File: config.mk
export PLATFORM = sky130hd
export DESIGN_NAME = buck_fault_supervisor
export DESIGN_NICKNAME = d
export VERILOG_FILES = /design/src/verilog/buck_fault_pkg.sv /design/src/verilog/sync_bus_if.sv /design/src/verilog/buck_fault_supervisor.sv /design/src/verilog/pin_sync.sv
export VERILOG_INCLUDE_DIRS = /design/src /design/src/verilog
export SDC_FILE = /design/constraint.sdc
export NUM_CORES = 1
export LEC_CHECK = 0
export BUFFER_PORTS_ARGS = -buffer_cell sky130_fd_sc_hd__buf_2
export CAP_MARGIN = 20
export CORE_MARGIN = 3
export CORE_UTILIZATION = 50
export DETAILED_ROUTE_END_ITERATION = 8
export GPL_TIMING_DRIVEN = 0
export PLACE_DENSITY_LB_ADDON = 0.05
export SETUP_SLACK_MARGIN = 0.02
export SKIP_LAST_GASP = 1
export SYNTH_ARGS = -nofsm -noshare
export SYNTH_HDL_FRONTEND = slang
export SYNTH_SLANG_ARGS = --single-unit
File: constraint.sdc
create_clock -name clk -period 23.3 [get_ports clk]
set_input_delay 4.66 -clock clk [delete_from_list [all_inputs] [get_ports clk]]
set_output_delay 4.66 -clock clk [all_outputs]
set_load 0.005 [all_outputs]
File: src/verilog/buck_fault_defines.svh
`ifndef BUCK_FAULT_DEFINES_SVH
`define BUCK_FAULT_DEFINES_SVH

// clock rate in kHz
`define CLK_KHZ 100000
// times in microseconds, as printed
`define SOFTSTART_US 750
`define PG_RISE_US 1000
`define PG_FALL_US 2
`define UV_DELAY_US 1000
`define UV_BLANK_US 1200
// cycle counts derived from the rate
`define SOFTSTART_CYC ((`SOFTSTART_US * `CLK_KHZ) / 1000)
`define PG_RISE_CYC ((`PG_RISE_US * `CLK_KHZ) / 1000)
`define PG_FALL_CYC ((`PG_FALL_US * `CLK_KHZ) / 1000)
`define UV_DELAY_CYC ((`UV_DELAY_US * `CLK_KHZ) / 1000)
`define UV_BLANK_CYC ((`UV_BLANK_US * `CLK_KHZ) / 1000)
// interrupt status bit positions
`define EV_OV 0
`define EV_UV 1
`define EV_LOCK 2
`define EV_HOT 3
`define EV_PG_FALL 4
`define EV_OC 5
`define EV_N 6
// register offsets
`define REG_STATUS 8'h00
`define REG_MASK 8'h04
`define REG_STATE 8'h08
`define REG_CTRL 8'h0C

`endif

File: src/verilog/buck_fault_pkg.sv
package buck_fault_pkg;
  typedef enum logic [2:0] {
    ST_OFF = 3'b000,
    ST_SOFTSTART = 3'b001,
    ST_RUN = 3'b010,
    ST_OV_LATCH = 3'b011,
    ST_UV_LATCH = 3'b100
  } seq_state_t;
endpackage

File: src/verilog/sync_bus_if.sv
interface sync_bus_if #(parameter int W = 7);
  logic [W-1:0] raw;
  logic [W-1:0] clean;
  modport owner (output raw, input clean);
  modport sync (input raw, output clean);
endinterface
File: src/verilog/buck_fault_supervisor.sv
// The register offsets and the address-and-strobe port were decided locally.
`include "buck_fault_defines.svh"
// Summary of operation
// - power-good stays low and unsupervised until the soft-start ramp is done.
// - once the output is inside the -5%/+10% band, power-good rises after 1 ms.
// - once the output leaves the -10%/+15% band, power-good drops after 2 us.
// - power-good is only ever driven low; its high level comes from a pull-up.
// - while the high side is off, the off time is stretched while current exceeds the trip.
// - feedback above 120% latches high side off and low side on.
// - feedback below 70% starts the under-voltage delay counter.
// - after 1 ms of under-voltage both drivers latch off.
// - under-voltage is ignored until 1.2 ms after enable went high.
// - bias lockout stops switching without latching.
// - over-temperature stops switching without latching.
// - enable rising starts a 750 us reference ramp.
// - enable low keeps both drivers off and turns on the discharge path.
module buck_fault_supervisor #(
  parameter int SS_CYC = `SOFTSTART_CYC,
  parameter int PGR_CYC = `PG_RISE_CYC,
  parameter int UVD_CYC = `UV_DELAY_CYC,
  parameter int UVB_CYC = `UV_BLANK_CYC,
  parameter int REF_W = 10
) (
  // clock and reset
  input wire logic clk,
  input wire logic rst_n,
  // comparator and pin inputs
  input wire logic enable_in,
  input wire logic bias_lockout,
  input wire logic over_temp,
  input wire logic fb_in_tight_band,
  input wire logic fb_in_wide_band,
  input wire logic overvoltage_guard,
  input wire logic undervoltage_guard,
  input wire logic valley_overcurrent,
  // modulator request
  input wire logic pwm_set_req,
  // register port
  input wire logic [7:0] reg_addr,
  input wire logic [31:0] reg_wdata,
  input wire logic reg_wr,
  input wire logic reg_rd,
  output logic [31:0] reg_rdata,
  // outputs to drivers and pins
  output logic high_side_gate_drive,
  output logic low_side_gate_drive,
  output logic discharge_on,
  output logic offtime_extend,
  output logic on_cycle_start,
  output logic [REF_W-1:0] ref_level,
  output logic output_in_window_flag_o,
  output logic output_in_window_flag_oe,
  output logic irq
);
  localparam int CW = 32;

  ////////////////////////////////////////////////////////////////
  // input synchronisation
  sync_bus_if #(.W(8)) sbus ();
  assign sbus.raw = {valley_overcurrent, undervoltage_guard, overvoltage_guard,
                     fb_in_wide_band, fb_in_tight_band, over_temp, bias_lockout,
                     enable_in};
  pin_sync #(.W(8)) u_sync (
    .clk(clk),
    .rst_n(rst_n),
    .bus(sbus.sync)
  );
  wire en_s = sbus.clean[0];
  wire lock_s = sbus.clean[1];
  wire hot_s = sbus.clean[2];
  wire tight_s = sbus.clean[3];
  wire wide_s = sbus.clean[4];
  wire ov_s = sbus.clean[5];
  wire uv_s = sbus.clean[6];
  wire oc_s = sbus.clean[7];

  ////////////////////////////////////////////////////////////////
  // sequencer
  buck_fault_pkg::seq_state_t st_r, st_nxt;
  logic [CW-1:0] ss_cnt_r, uvb_cnt_r, uvd_cnt_r, pgr_cnt_r, pgf_cnt_r;
  logic [CW-1:0] ss_cnt_nxt, uvb_cnt_nxt, uvd_cnt_nxt, pgr_cnt_nxt, pgf_cnt_nxt;
  logic pg_r, pg_nxt;
  logic hs_r, ls_r, sw_on_r;

  wire reset_req = !en_s || lock_s;
  wire ss_done = (ss_cnt_r == CW'(SS_CYC));
  wire uv_armed = (uvb_cnt_r == CW'(UVB_CYC));
  wire uv_expired = uvd_cnt_r == CW'(UVD_CYC);
  wire pg_fall_due = pgf_cnt_r == CW'(`PG_FALL_CYC - 1);
  wire active = (st_r == buck_fault_pkg::ST_SOFTSTART) || (st_r == buck_fault_pkg::ST_RUN);
  wire may_switch = active && !lock_s && !hot_s;

  always_comb begin
    st_nxt = st_r;
    case (st_r)
      buck_fault_pkg::ST_OFF: begin
        if (!reset_req) begin
          st_nxt = buck_fault_pkg::ST_SOFTSTART;
        end
      end
      buck_fault_pkg::ST_SOFTSTART, buck_fault_pkg::ST_RUN: begin
        if (reset_req) begin
          st_nxt = buck_fault_pkg::ST_OFF;
        end else if (ov_s) begin
          st_nxt = buck_fault_pkg::ST_OV_LATCH;
        end else if (uv_expired) begin
          st_nxt = buck_fault_pkg::ST_UV_LATCH;
        end else if (ss_done) begin
          st_nxt = buck_fault_pkg::ST_RUN;
        end
      end
      buck_fault_pkg::ST_OV_LATCH, buck_fault_pkg::ST_UV_LATCH: begin
        if (reset_req) begin
          st_nxt = buck_fault_pkg::ST_OFF;
        end
      end
      default: st_nxt = buck_fault_pkg::ST_OFF;
    endcase
  end

  ////////////////////////////////////////////////////////////////
  // timers
  always_comb begin
    ss_cnt_nxt = ss_cnt_r;
    uvb_cnt_nxt = uvb_cnt_r;
    uvd_cnt_nxt = '0;
    if (st_r == buck_fault_pkg::ST_OFF) begin
      ss_cnt_nxt = '0;
      uvb_cnt_nxt = '0;
    end else begin
      if (!ss_done) begin
        ss_cnt_nxt = ss_cnt_r + CW'(1);
      end
      if (!uv_armed) begin
        uvb_cnt_nxt = uvb_cnt_r + CW'(1);
      end
    end
    if (active && uv_armed && uv_s && !uv_expired) begin
      uvd_cnt_nxt = uvd_cnt_r + CW'(1);
    end else if (active && uv_armed && uv_s) begin
      uvd_cnt_nxt = uvd_cnt_r;
    end
  end

  assign ref_level = ss_done ? {REF_W{1'b1}}
                             : REF_W'((ss_cnt_r * ((1 << REF_W) - 1)) / SS_CYC);

  ////////////////////////////////////////////////////////////////
  // power-good
  wire pg_enable = (st_r == buck_fault_pkg::ST_RUN);
  always_comb begin
    pg_nxt = pg_r;
    pgr_cnt_nxt = '0;
    pgf_cnt_nxt = '0;
    if (!pg_enable) begin
      pg_nxt = 1'b0;
    end else if (!pg_r) begin
      if (tight_s) begin
        pgr_cnt_nxt = pgr_cnt_r + CW'(1);
        if (pgr_cnt_r == CW'(PGR_CYC - 1)) begin
          pg_nxt = 1'b1;
        end
      end
    end else if (!wide_s) begin
      pgf_cnt_nxt = pgf_cnt_r + CW'(1);
      if (pg_fall_due) begin
        pg_nxt = 1'b0;
      end
    end
  end

  ////////////////////////////////////////////////////////////////
  // drivers
  wire oc_hold = oc_s && !hs_r;
  always_ff @(posedge clk or negedge rst_n) begin
    if (!rst_n) begin
      sw_on_r <= 1'b0;
    end else if (!may_switch) begin
      sw_on_r <= 1'b0;
    end else if (pwm_set_req && !oc_hold) begin
      sw_on_r <= 1'b1;
    end else begin
      sw_on_r <= 1'b0;
    end
  end

  always_ff @(posedge clk or negedge rst_n) begin
    if (!rst_n) begin
      hs_r <= 1'b0;
      ls_r <= 1'b0;
    end else if (st_r == buck_fault_pkg::ST_OV_LATCH) begin
      hs_r <= 1'b0;
      ls_r <= 1'b1;
    end else if (!may_switch) begin
      hs_r <= 1'b0;
      ls_r <= 1'b0;
    end else begin
      hs_r <= sw_on_r;
      ls_r <= !sw_on_r;
    end
  end

  assign high_side_gate_drive = hs_r;
  assign low_side_gate_drive = ls_r;
  assign discharge_on = (st_r == buck_fault_pkg::ST_OFF) && !en_s;
  assign offtime_extend = may_switch && oc_hold && pwm_set_req;
  assign on_cycle_start = sw_on_r;
  assign output_in_window_flag_o = 1'b0;
  assign output_in_window_flag_oe = !pg_r;

  ////////////////////////////////////////////////////////////////
  // state registers
  always_ff @(posedge clk or negedge rst_n) begin
    if (!rst_n) begin
      st_r <= buck_fault_pkg::ST_OFF;
      ss_cnt_r <= '0;
      uvb_cnt_r <= '0;
      uvd_cnt_r <= '0;
      pgr_cnt_r <= '0;
      pgf_cnt_r <= '0;
      pg_r <= 1'b0;
    end else begin
      st_r <= st_nxt;
      ss_cnt_r <= ss_cnt_nxt;
      uvb_cnt_r <= uvb_cnt_nxt;
      uvd_cnt_r <= uvd_cnt_nxt;
      pgr_cnt_r <= pgr_cnt_nxt;
      pgf_cnt_r <= pgf_cnt_nxt;
      pg_r <= pg_nxt;
    end
  end

  ////////////////////////////////////////////////////////////////
  // events, status and mask
  logic [`EV_N-1:0] stat_r, mask_r, ev;
  logic [31:0] rdata_r;
  always_comb begin
    ev = '0;
    ev[`EV_OV] = (st_nxt == buck_fault_pkg::ST_OV_LATCH) && (st_r != buck_fault_pkg::ST_OV_LATCH);
    ev[`EV_UV] = (st_nxt == buck_fault_pkg::ST_UV_LATCH) && (st_r != buck_fault_pkg::ST_UV_LATCH);
    ev[`EV_LOCK] = lock_s;
    ev[`EV_HOT] = hot_s;
    ev[`EV_PG_FALL] = pg_r && !pg_nxt;
    ev[`EV_OC] = offtime_extend;
  end

  wire wr_stat = reg_wr && (reg_addr == `REG_STATUS);
  wire wr_mask = reg_wr && (reg_addr == `REG_MASK);
  wire [`EV_N-1:0] clr = wr_stat ? reg_wdata[`EV_N-1:0] : '0;

  always_ff @(posedge clk or negedge rst_n) begin
    if (!rst_n) begin
      stat_r <= '0;
      mask_r <= '0;
    end else begin
      stat_r <= (stat_r & ~clr) | ev;
      if (wr_mask) begin
        mask_r <= reg_wdata[`EV_N-1:0];
      end
    end
  end

  assign irq = |(stat_r & mask_r);

  wire [31:0] state_word = {22'h0, pg_r, oc_s, hot_s, lock_s, en_s, hs_r, ls_r, st_r};
  wire [31:0] rd_mux = (reg_addr == `REG_STATUS) ? {26'h0, stat_r} :
                       (reg_addr == `REG_MASK) ? {26'h0, mask_r} :
                       (reg_addr == `REG_STATE) ? state_word : 32'h0;
  always_ff @(posedge clk or negedge rst_n) begin
    if (!rst_n) begin
      rdata_r <= 32'h0;
    end else if (reg_rd) begin
      rdata_r <= rd_mux;
    end else begin
      rdata_r <= 32'h0;
    end
  end
  assign reg_rdata = rdata_r;

  ////////////////////////////////////////////////////////////////
  // check helpers: cycles in band before a rise, out of band before a fall
  logic [CW-1:0] in_band_cnt_r, out_band_cnt_r;
  always_ff @(posedge clk or negedge rst_n) begin
    if (!rst_n) begin
      in_band_cnt_r <= '0;
      out_band_cnt_r <= '0;
    end else begin
      in_band_cnt_r <= (pg_enable && !pg_r && tight_s) ? in_band_cnt_r + CW'(1) : '0;
      out_band_cnt_r <= (pg_enable && pg_r && !wide_s) ? out_band_cnt_r + CW'(1) : '0;
    end
  end
endmodule

File: src/verilog/pin_sync.sv
`include "buck_fault_defines.svh"
module pin_sync #(
  parameter int W = 7
) (
  input wire logic clk,
  input wire logic rst_n,
  sync_bus_if.sync bus
);
  logic [W-1:0] s1_r, s2_r, s3_r, clean_r;

  ////////////////////////////////////////////////////////////////
  // three stages; a change counts once stage two and three agree
  genvar i;
  generate
    for (i = 0; i < W; i++) begin : g_bit
      always_ff @(posedge clk or negedge rst_n) begin
        if (!rst_n) begin
          s1_r[i] <= 1'b0;
          s2_r[i] <= 1'b0;
          s3_r[i] <= 1'b0;
          clean_r[i] <= 1'b0;
        end else begin
          s1_r[i] <= bus.raw[i];
          s2_r[i] <= s1_r[i];
          s3_r[i] <= s2_r[i];
          if (s2_r[i] == s3_r[i]) begin
            clean_r[i] <= s3_r[i];
          end
        end
      end
    end
  endgenerate

  assign bus.clean = clean_r;
endmodule

* Yosys cells after proc, flatten, opt, wreduce, memory -nomap -nowiden
Cells that the tools add are included.
Word-level totals: bits in read-only memories 0, latch bits 0, memory bits (writable) 0, input port bits 53, memories kept 0, flip-flop bits (word level) 243, logic and storage cells 150, output and inout port bits 50
Operators by class: reductions and logical operators 31, bitwise operators 4, $add $sub $neg 5, equal/unequal tests 26, shift operators 0, div/mod/pow operators 1, muxes and demuxes 37, order comparisons 0, multiply operators 1
Operators by type and width (number):
- 32-bit 2-to-1 mux | 12
- 32-bit by 1-bit adder with 32-bit output, second input constant | 5
- 32-bit by 17-bit == test with 1-bit output, second input constant | 4
- 10-bit 2-to-1 mux | 5
- 32-bit by 17-bit divider with 32-bit output, second input constant | 1
- 32-bit by 8-bit == test with 1-bit output, second input constant | 1
- 32-bit by 10-bit multiplier with 32-bit output, second input constant | 1
- 3-bit 2-to-1 mux | 6
- 1-bit logical AND | 15
- 6-bit AND | 2
- 1-bit 2-to-1 mux | 12
- 3-bit by 2-bit == test with 1-bit output, second input constant | 3
- 1-bit zero test | 9
- 3-bit case mux with 3 select lines | 1
- 1-bit == test | 8
- 8-bit by 3-bit == test with 1-bit output, second input constant | 1
- 8-bit by 4-bit == test with 1-bit output, second input constant | 1
- 8-bit zero test | 1
- 3-bit == test, second input constant | 2
- 6-bit 2-to-1 mux | 1
- 2-bit by 1-bit inequality test with 1-bit output, second input constant | 3
- 6-bit NOT | 1
- 6-bit bitwise OR | 1
- 6-bit OR reduction | 1
- 6 further kinds | 8

* Longest topological paths before layout
word-level depth 9, mapped depth 87, gate-level depth less buffers 73

* Modules after synthesis
Synthesis repeated with hierarchy kept, for this count alone.
Second synthesis, totals: cell total of the unflattened synthesis 2914, area, all modules 24762.5 µm²
By module, submodules not included:
- buck_fault_supervisor | cells each 2874, area an instance 23871.6 µm², instances 1
- pin_sync | cells each 40, area an instance 890.9 µm², instances 1

* Worst setup path before layout
Ideal clock, no wire load.
kind reg2out, from reg ss_cnt_r[11], to out ref_level[0], stages on the path, launching flop included 81, path slack -1.952 ns, arrival time 20.592 ns, path through dfrtp_1 inv_1 fa_1 inv_1 fa_1 fa_1 fa_1 inv_1 fa_1 inv_1 ha_1 buf_2 nand2_2 nor4_2 o211ai_1 a31o_2 xor2_2 o311ai_2 (+45 left out) buf_6 or3b_1 a31oi_4 nor2_4 mux2_4 or3_1 a21o_1 a31oi_2 buf_2 nand3_1 a21oi_1 nand4_1 a31oi_1 o21ai_0 a2bb2oi_1 xnor2_1 a41oi_1 o21ai_1
Between the ends: cells in the longest elaborated chain, start to end 3, elaborated cells between the ends (all ways) 4
Ends and longest elaborated chain:
- start: declaration | RTL line buck_fault_supervisor.sv:80 | logic [CW-1:0] ss_cnt_r, uvb_cnt_r, uvd_cnt_r, pgr_cnt_r, pgf_cnt_r;
- start signal: assignment | RTL line buck_fault_supervisor.sv:224 | ss_cnt_r <= ss_cnt_nxt;
- 32-bit by 10-bit multiplier with 32-bit output | RTL line buck_fault_supervisor.sv:146 | : REF_W'((ss_cnt_r * ((1 << REF_W) - 1)) / SS_CYC);
- 32-bit by 17-bit divider with 32-bit output | RTL line buck_fault_supervisor.sv:146
- 10-bit 2-to-1 mux (*) | RTL line buck_fault_supervisor.sv:145 | assign ref_level = ss_done ? {REF_W{1'b1}}
- end: declaration | RTL line buck_fault_supervisor.sv:50 | output logic [REF_W-1:0] ref_level,
Every way passes the cells marked *; elsewhere a longest branch is shown, timed or not.

* Worst setup path in the final report
from reg ss_cnt_r[7], to out ref_level[0]
The elaborated chain is that of the path after synthesis.

==> metrics.txt <==
# TYPE chip_impl_metric gauge
chip_impl_info{name="run_status",value="complete, but fails checks"} 1
chip_impl_info{name="violations",value="setup timing"} 1
chip_impl_metric{name="vias_per_cell",unit=""} 5.79
chip_impl_metric{name="route.detailed.drc",unit=""} 0
chip_impl_metric{name="post_synth.cell_area_avg",unit="um^2"} 8.57
chip_impl_metric{name="skew",unit="ns"} 0.0136
chip_impl_metric{name="finalWeightedCongestion",unit=""} 0.869
chip_impl_metric{name="antenna_violations_before_repair",unit=""} 1
chip_impl_metric{name="intPower",unit="mW"} 0.650
chip_impl_metric{name="io_pins",unit=""} 103
chip_impl_info{name="rsz0062_at_grt",value="yes"} 1
chip_impl_metric{name="powerDensity",unit="nW/um^2"} 27.6
chip_impl_metric{name="finish.net_count",unit=""} 3615
chip_impl_metric{name="timing_max_transition_violations_final",unit=""} 0
chip_impl_metric{name="clkSinkCount",unit=""} 221
chip_impl_info{name="timing.critical_path.slowest_stage_cell",value="sky130_fd_sc_hd__fa_1"} 1
chip_impl_metric{name="grt_start_max_net_pins",unit=""} 126
chip_impl_info{name="cp_top_family",value="compound AO/OA/AOI/OAI gates"} 1
chip_impl_info{name="cts_tree",value="done"} 1
chip_impl_info{name="critPathCaptureType",value="output pin"} 1
chip_impl_metric{name="total_of_max_cap_violations",unit=""} 0
chip_impl_info{name="synth_ff_type",value="sky130_fd_sc_hd__dfrtp_1"} 1
chip_impl_metric{name="worst_slew_margin_rel",unit="%"} 39.4
chip_impl_metric{name="synth-seq-cells",unit=""} 221
chip_impl_metric{name="seq_power_share",unit="%"} 45.1
chip_impl_info{name="yosysMostFrequentCell",value="sky130_fd_sc_hd__nor2_1"} 1
chip_impl_metric{name="total_number_of_yosys_warnings",unit=""} 0
chip_impl_metric{name="reg2reg_depth",unit=""} 17
chip_impl_metric{name="timing.critical_path.fanout_max",unit=""} 10
chip_impl_metric{name="buffer_ports.inserted",unit=""} 52
chip_impl_metric{name="core_area",unit="um^2"} 50300
chip_impl_metric{name="cts-root-to-sink-buffers",unit=""} 3
chip_impl_metric{name="clk_pin_slew",unit="ns"} 0.07
chip_impl_metric{name="clk-insertion-delay-late",unit="ns"} 0.51
chip_impl_metric{name="synth_cells",unit=""} 2975
chip_impl_metric{name="max_clk_rate",unit="GHz"} 0.0378
chip_impl_info{name="cts_root_buffer",value="sky130_fd_sc_hd__clkbuf_16"} 1
chip_impl_metric{name="pwr-share-clk",unit="%"} 40.2
chip_impl_metric{name="layout-area-overhead-vs-synth",unit="%"} 24.9
chip_impl_metric{name="drtPass1Iterations",unit=""} 7
chip_impl_metric{name="synth.yosys.seq_area_share",unit="%"} 21.7
chip_impl_metric{name="detail_route.wirelength",unit="um"} 69200
chip_impl_metric{name="floorplan_die_area",unit="um^2"} 53800
chip_impl_info{name="hold_class",value="flop to flop"} 1
chip_impl_metric{name="net_switching",unit="mW"} 0.230
chip_impl_metric{name="groute.usage.overall",unit="%"} 24.8
chip_impl_metric{name="layout.core_utilization",unit="%"} 63.4
chip_impl_metric{name="grt_overflow",unit=""} 0
chip_impl_metric{name="asyncSetResetFlopFracSynth",unit="%"} 100
chip_impl_metric{name="final-setup-viol-count",unit=""} 4
chip_impl_metric{name="row_count",unit=""} 82
chip_impl_metric{name="fin_ws",unit="ns"} -3.18
chip_impl_metric{name="critPathArrivalTime",unit="ns"} 21.82
chip_impl_metric{name="hold_ws",unit="ns"} 0.342
chip_impl_metric{name="netlist.area_leader.share",unit="%"} 21.7
chip_impl_metric{name="tightest_slew",unit="ns"} 0.902
chip_impl_metric{name="detail_route.wl_per_cell",unit="um"} 17.3
chip_impl_metric{name="num_antenna_cells",unit=""} 0
chip_impl_metric{name="combinationalPowerShare",unit="%"} 14.7
chip_impl_metric{name="drt_first_iter_violations",unit=""} 1528
chip_impl_metric{name="number_of_enable_type_register_cells_in_the_synthesized_netlist",unit=""} 0
chip_impl_metric{name="swShare",unit="%"} 26.1
chip_impl_metric{name="finalSetupTns",unit="ns"} -8.64
chip_impl_metric{name="detail-route-antenna-nets",unit=""} 0
chip_impl_info{name="worst_setup_path_start_kind",value="flop"} 1
chip_impl_metric{name="post_synth_instance_area",unit="um^2"} 25500
chip_impl_metric{name="route.vias.total",unit=""} 23192
chip_impl_metric{name="timing.final.hold_violations",unit=""} 0
chip_impl_metric{name="share_of_cells_above_drive_strength_1",unit="%"} 25.9
chip_impl_metric{name="cts_inserted_buffers",unit=""} 21
chip_impl_metric{name="cts.htree.levels",unit=""} 1
chip_impl_metric{name="final.min_clock_period",unit="ns"} 26.48
chip_impl_metric{name="crit_cells",unit=""} 86
chip_impl_metric{name="first_global_vias",unit=""} 23036
chip_impl_metric{name="half_perimeter_wire_length_of_the_detailed_placement_result",unit="um"} 51000
chip_impl_metric{name="crit_required",unit="ns"} 18.64
chip_impl_info{name="synth.top_cells.by_count",value="sky130_fd_sc_hd__nor2_1, sky130_fd_sc_hd__inv_1, sky130_fd_sc_hd__dfrtp_1"} 1
chip_impl_info{name="setup.worst_path.class",value="flop to output pin"} 1
chip_impl_metric{name="leakage",unit="nW"} 13.7
chip_impl_metric{name="cp_num_buf_inv",unit=""} 18
chip_impl_metric{name="hold-path-cell-count",unit=""} 0
chip_impl_metric{name="ir_worst_vdd",unit="uV"} 58.0
chip_impl_metric{name="die_width",unit="um"} 232
chip_impl_metric{name="floorplan.initialDensity",unit="%"} 50.7
chip_impl_metric{name="netlist-cell-type-count",unit=""} 141
chip_impl_info{name="synth_top_cell_by_area",value="sky130_fd_sc_hd__dfrtp_1"} 1
chip_impl_info{name="crit_path_frequent_cell",value="sky130_fd_sc_hd__buf_6"} 1
chip_impl_metric{name="grt_pass1_wl",unit="um"} 114000
chip_impl_metric{name="max_stage_delay",unit="ns"} 0.58
chip_impl_metric{name="floorplan.die.height",unit="um"} 232
chip_impl_metric{name="finalCritPeriodShare",unit="%"} 114
chip_impl_info{name="synthTopCellsByArea",value="sky130_fd_sc_hd__dfrtp_1, sky130_fd_sc_hd__fa_1, sky130_fd_sc_hd__xnor2_1"} 1
==> placed cells by master (no fill, tap or decap), types with 23 or more instances in the layout <==
cell / count
sky130_fd_sc_hd__nor2_1: 320
sky130_fd_sc_hd__buf_4: 271
sky130_fd_sc_hd__inv_1: 249
sky130_fd_sc_hd__nand2_1: 205
sky130_fd_sc_hd__dfrtp_1: 201
sky130_fd_sc_hd__xnor2_1: 159
sky130_fd_sc_hd__fa_1: 136
sky130_fd_sc_hd__nand3_1: 110
sky130_fd_sc_hd__xor2_1: 109
sky130_fd_sc_hd__a21oi_1: 102
sky130_fd_sc_hd__ha_1: 82
sky130_fd_sc_hd__o21ai_0: 73
sky130_fd_sc_hd__buf_2: 60
sky130_fd_sc_hd__nor3_1: 57
sky130_fd_sc_hd__and3_1: 54
sky130_fd_sc_hd__nand4_1: 43
sky130_fd_sc_hd__nor4_1: 41
sky130_fd_sc_hd__o211ai_1: 38
sky130_fd_sc_hd__clkbuf_1: 31
sky130_fd_sc_hd__and2_1: 31
sky130_fd_sc_hd__or3_1: 30
sky130_fd_sc_hd__buf_6: 28
sky130_fd_sc_hd__mux2i_1: 26
sky130_fd_sc_hd__a21o_1: 25
sky130_fd_sc_hd__xnor2_2: 24
sky130_fd_sc_hd__conb_1: 23
==> power groups by stage <==
stage	registers (mW)	logic [mW]	clock network (mW)
floorplan	0.402	0.0827	0
global placement	0.404	0.114	0
detailed placement	0.404	0.117	0
CTS	0.397	0.129	0.366
global route	0.398	0.144	0.380
finish	0.397	0.130	0.354
==> cell families after synthesis <==
| logic type | share of synthesized area, % |
|---|---|
| DFF | 21.7 |
| other | 0.0147 |
| xor gates and xnor gates | 11.4 |
| buffers and inverters | 6.51 |
| AOI/OAI and AO/OA | 19.8 |
| muxes | 2.67 |
| and+or+nand+nor | 21.1 |
| adders and majority gates | 16.9 |
==> state kept, by name (all words and copies together) (netlist names) <==
signal / count
high_side_gate_drive: 1
low_side_gate_drive: 1
mask_r: 6
on_cycle_start: 1
pg_r: 1
pgf_cnt_r: 32
pgr_cnt_r: 32
reg_rdata: 10
ss_cnt_r: 32
st_r: 3
stat_r: 6
u_sync.bus.clean: 8
u_sync.s1_r: 8
u_sync.s2_r: 8
u_sync.s3_r: 8
uvb_cnt_r: 32
uvd_cnt_r: 32
==> layout make-up <==
cell class	count	area [um^2]
clock buffers	28	582
flip-flops and latches	221	5560
well taps	672	841
clock inverters	10	134
inverters	275	1060
repair buffers	305	2300
multi-input cells	2398	20700
fillers	4347	18400
plain buffers	99	714
==> layer usage <==
layer | GRT usage (%) | share of wire [%] | up-vias | wire length (um)
met5 | 0 | 0.010 | - | 7
met4 | 5.54 | 1.7 | 2 | 1200
met3 | 1.53 | 3.0 | 104 | 2080
met2 | 43.5 | 50 | 527 | 34400
met1 | 33.9 | 46 | 11404 | 31500
li1 | - | - | 11155 | -
==> stage by stage <==
stage	setup WS (ns)	instance area [um^2]	total power, mW	instances
after floorplan	-1.07	26200	0.484	2997
after global placement	-4.59	27300	0.518	3721
after CTS	-2.69	30900	0.891	3944
after detailed placement	-4.71	27300	0.521	3723
final	-3.18	31900	0.880	4008
after global routing	-4.03	31900	0.922	4008
==> repair_timing <==
| action | in CTS | in global routing |
|---|---|---|
| gates cloned | 2 | 0 |
| pin swaps | 123 | 112 |
| resized for setup | 262 | 88 |
| setup endpoints to repair | 6 | 5 |
| hold buffers | 0 | 0 |
| setup buffers | 187 | 65 |
| endpoints found under the hold margin | 0 | 0 |
==> final timing paths <==
| check | startpoint | endpoint | slack [ns] |
|---|---|---|---|
| max | ss_cnt_r[7]$_DFFE_PN0P_ | ref_level[0] | -3.18 |
| min reg2reg | u_sync.s1_r[0]$_DFF_PN0_ | u_sync.s2_r[0]$_DFF_PN0_ | 0.34 |
| max reg2reg | ss_cnt_r[26]$_DFFE_PN0P_ | ss_cnt_r[31]$_DFFE_PN0P_ | 19.29 |
| min | u_sync.s1_r[0]$_DFF_PN0_ | u_sync.s2_r[0]$_DFF_PN0_ | 0.34 |
| min in group asynchronous | rst_n | uvb_cnt_r[12]$_DFFE_PN0P_ | 4.17 |
| max in group asynchronous | rst_n | reg_rdata[3]$_DFF_PN0_ | 18.05 |
Note: power is estimated with default switching activity, not from simulation.
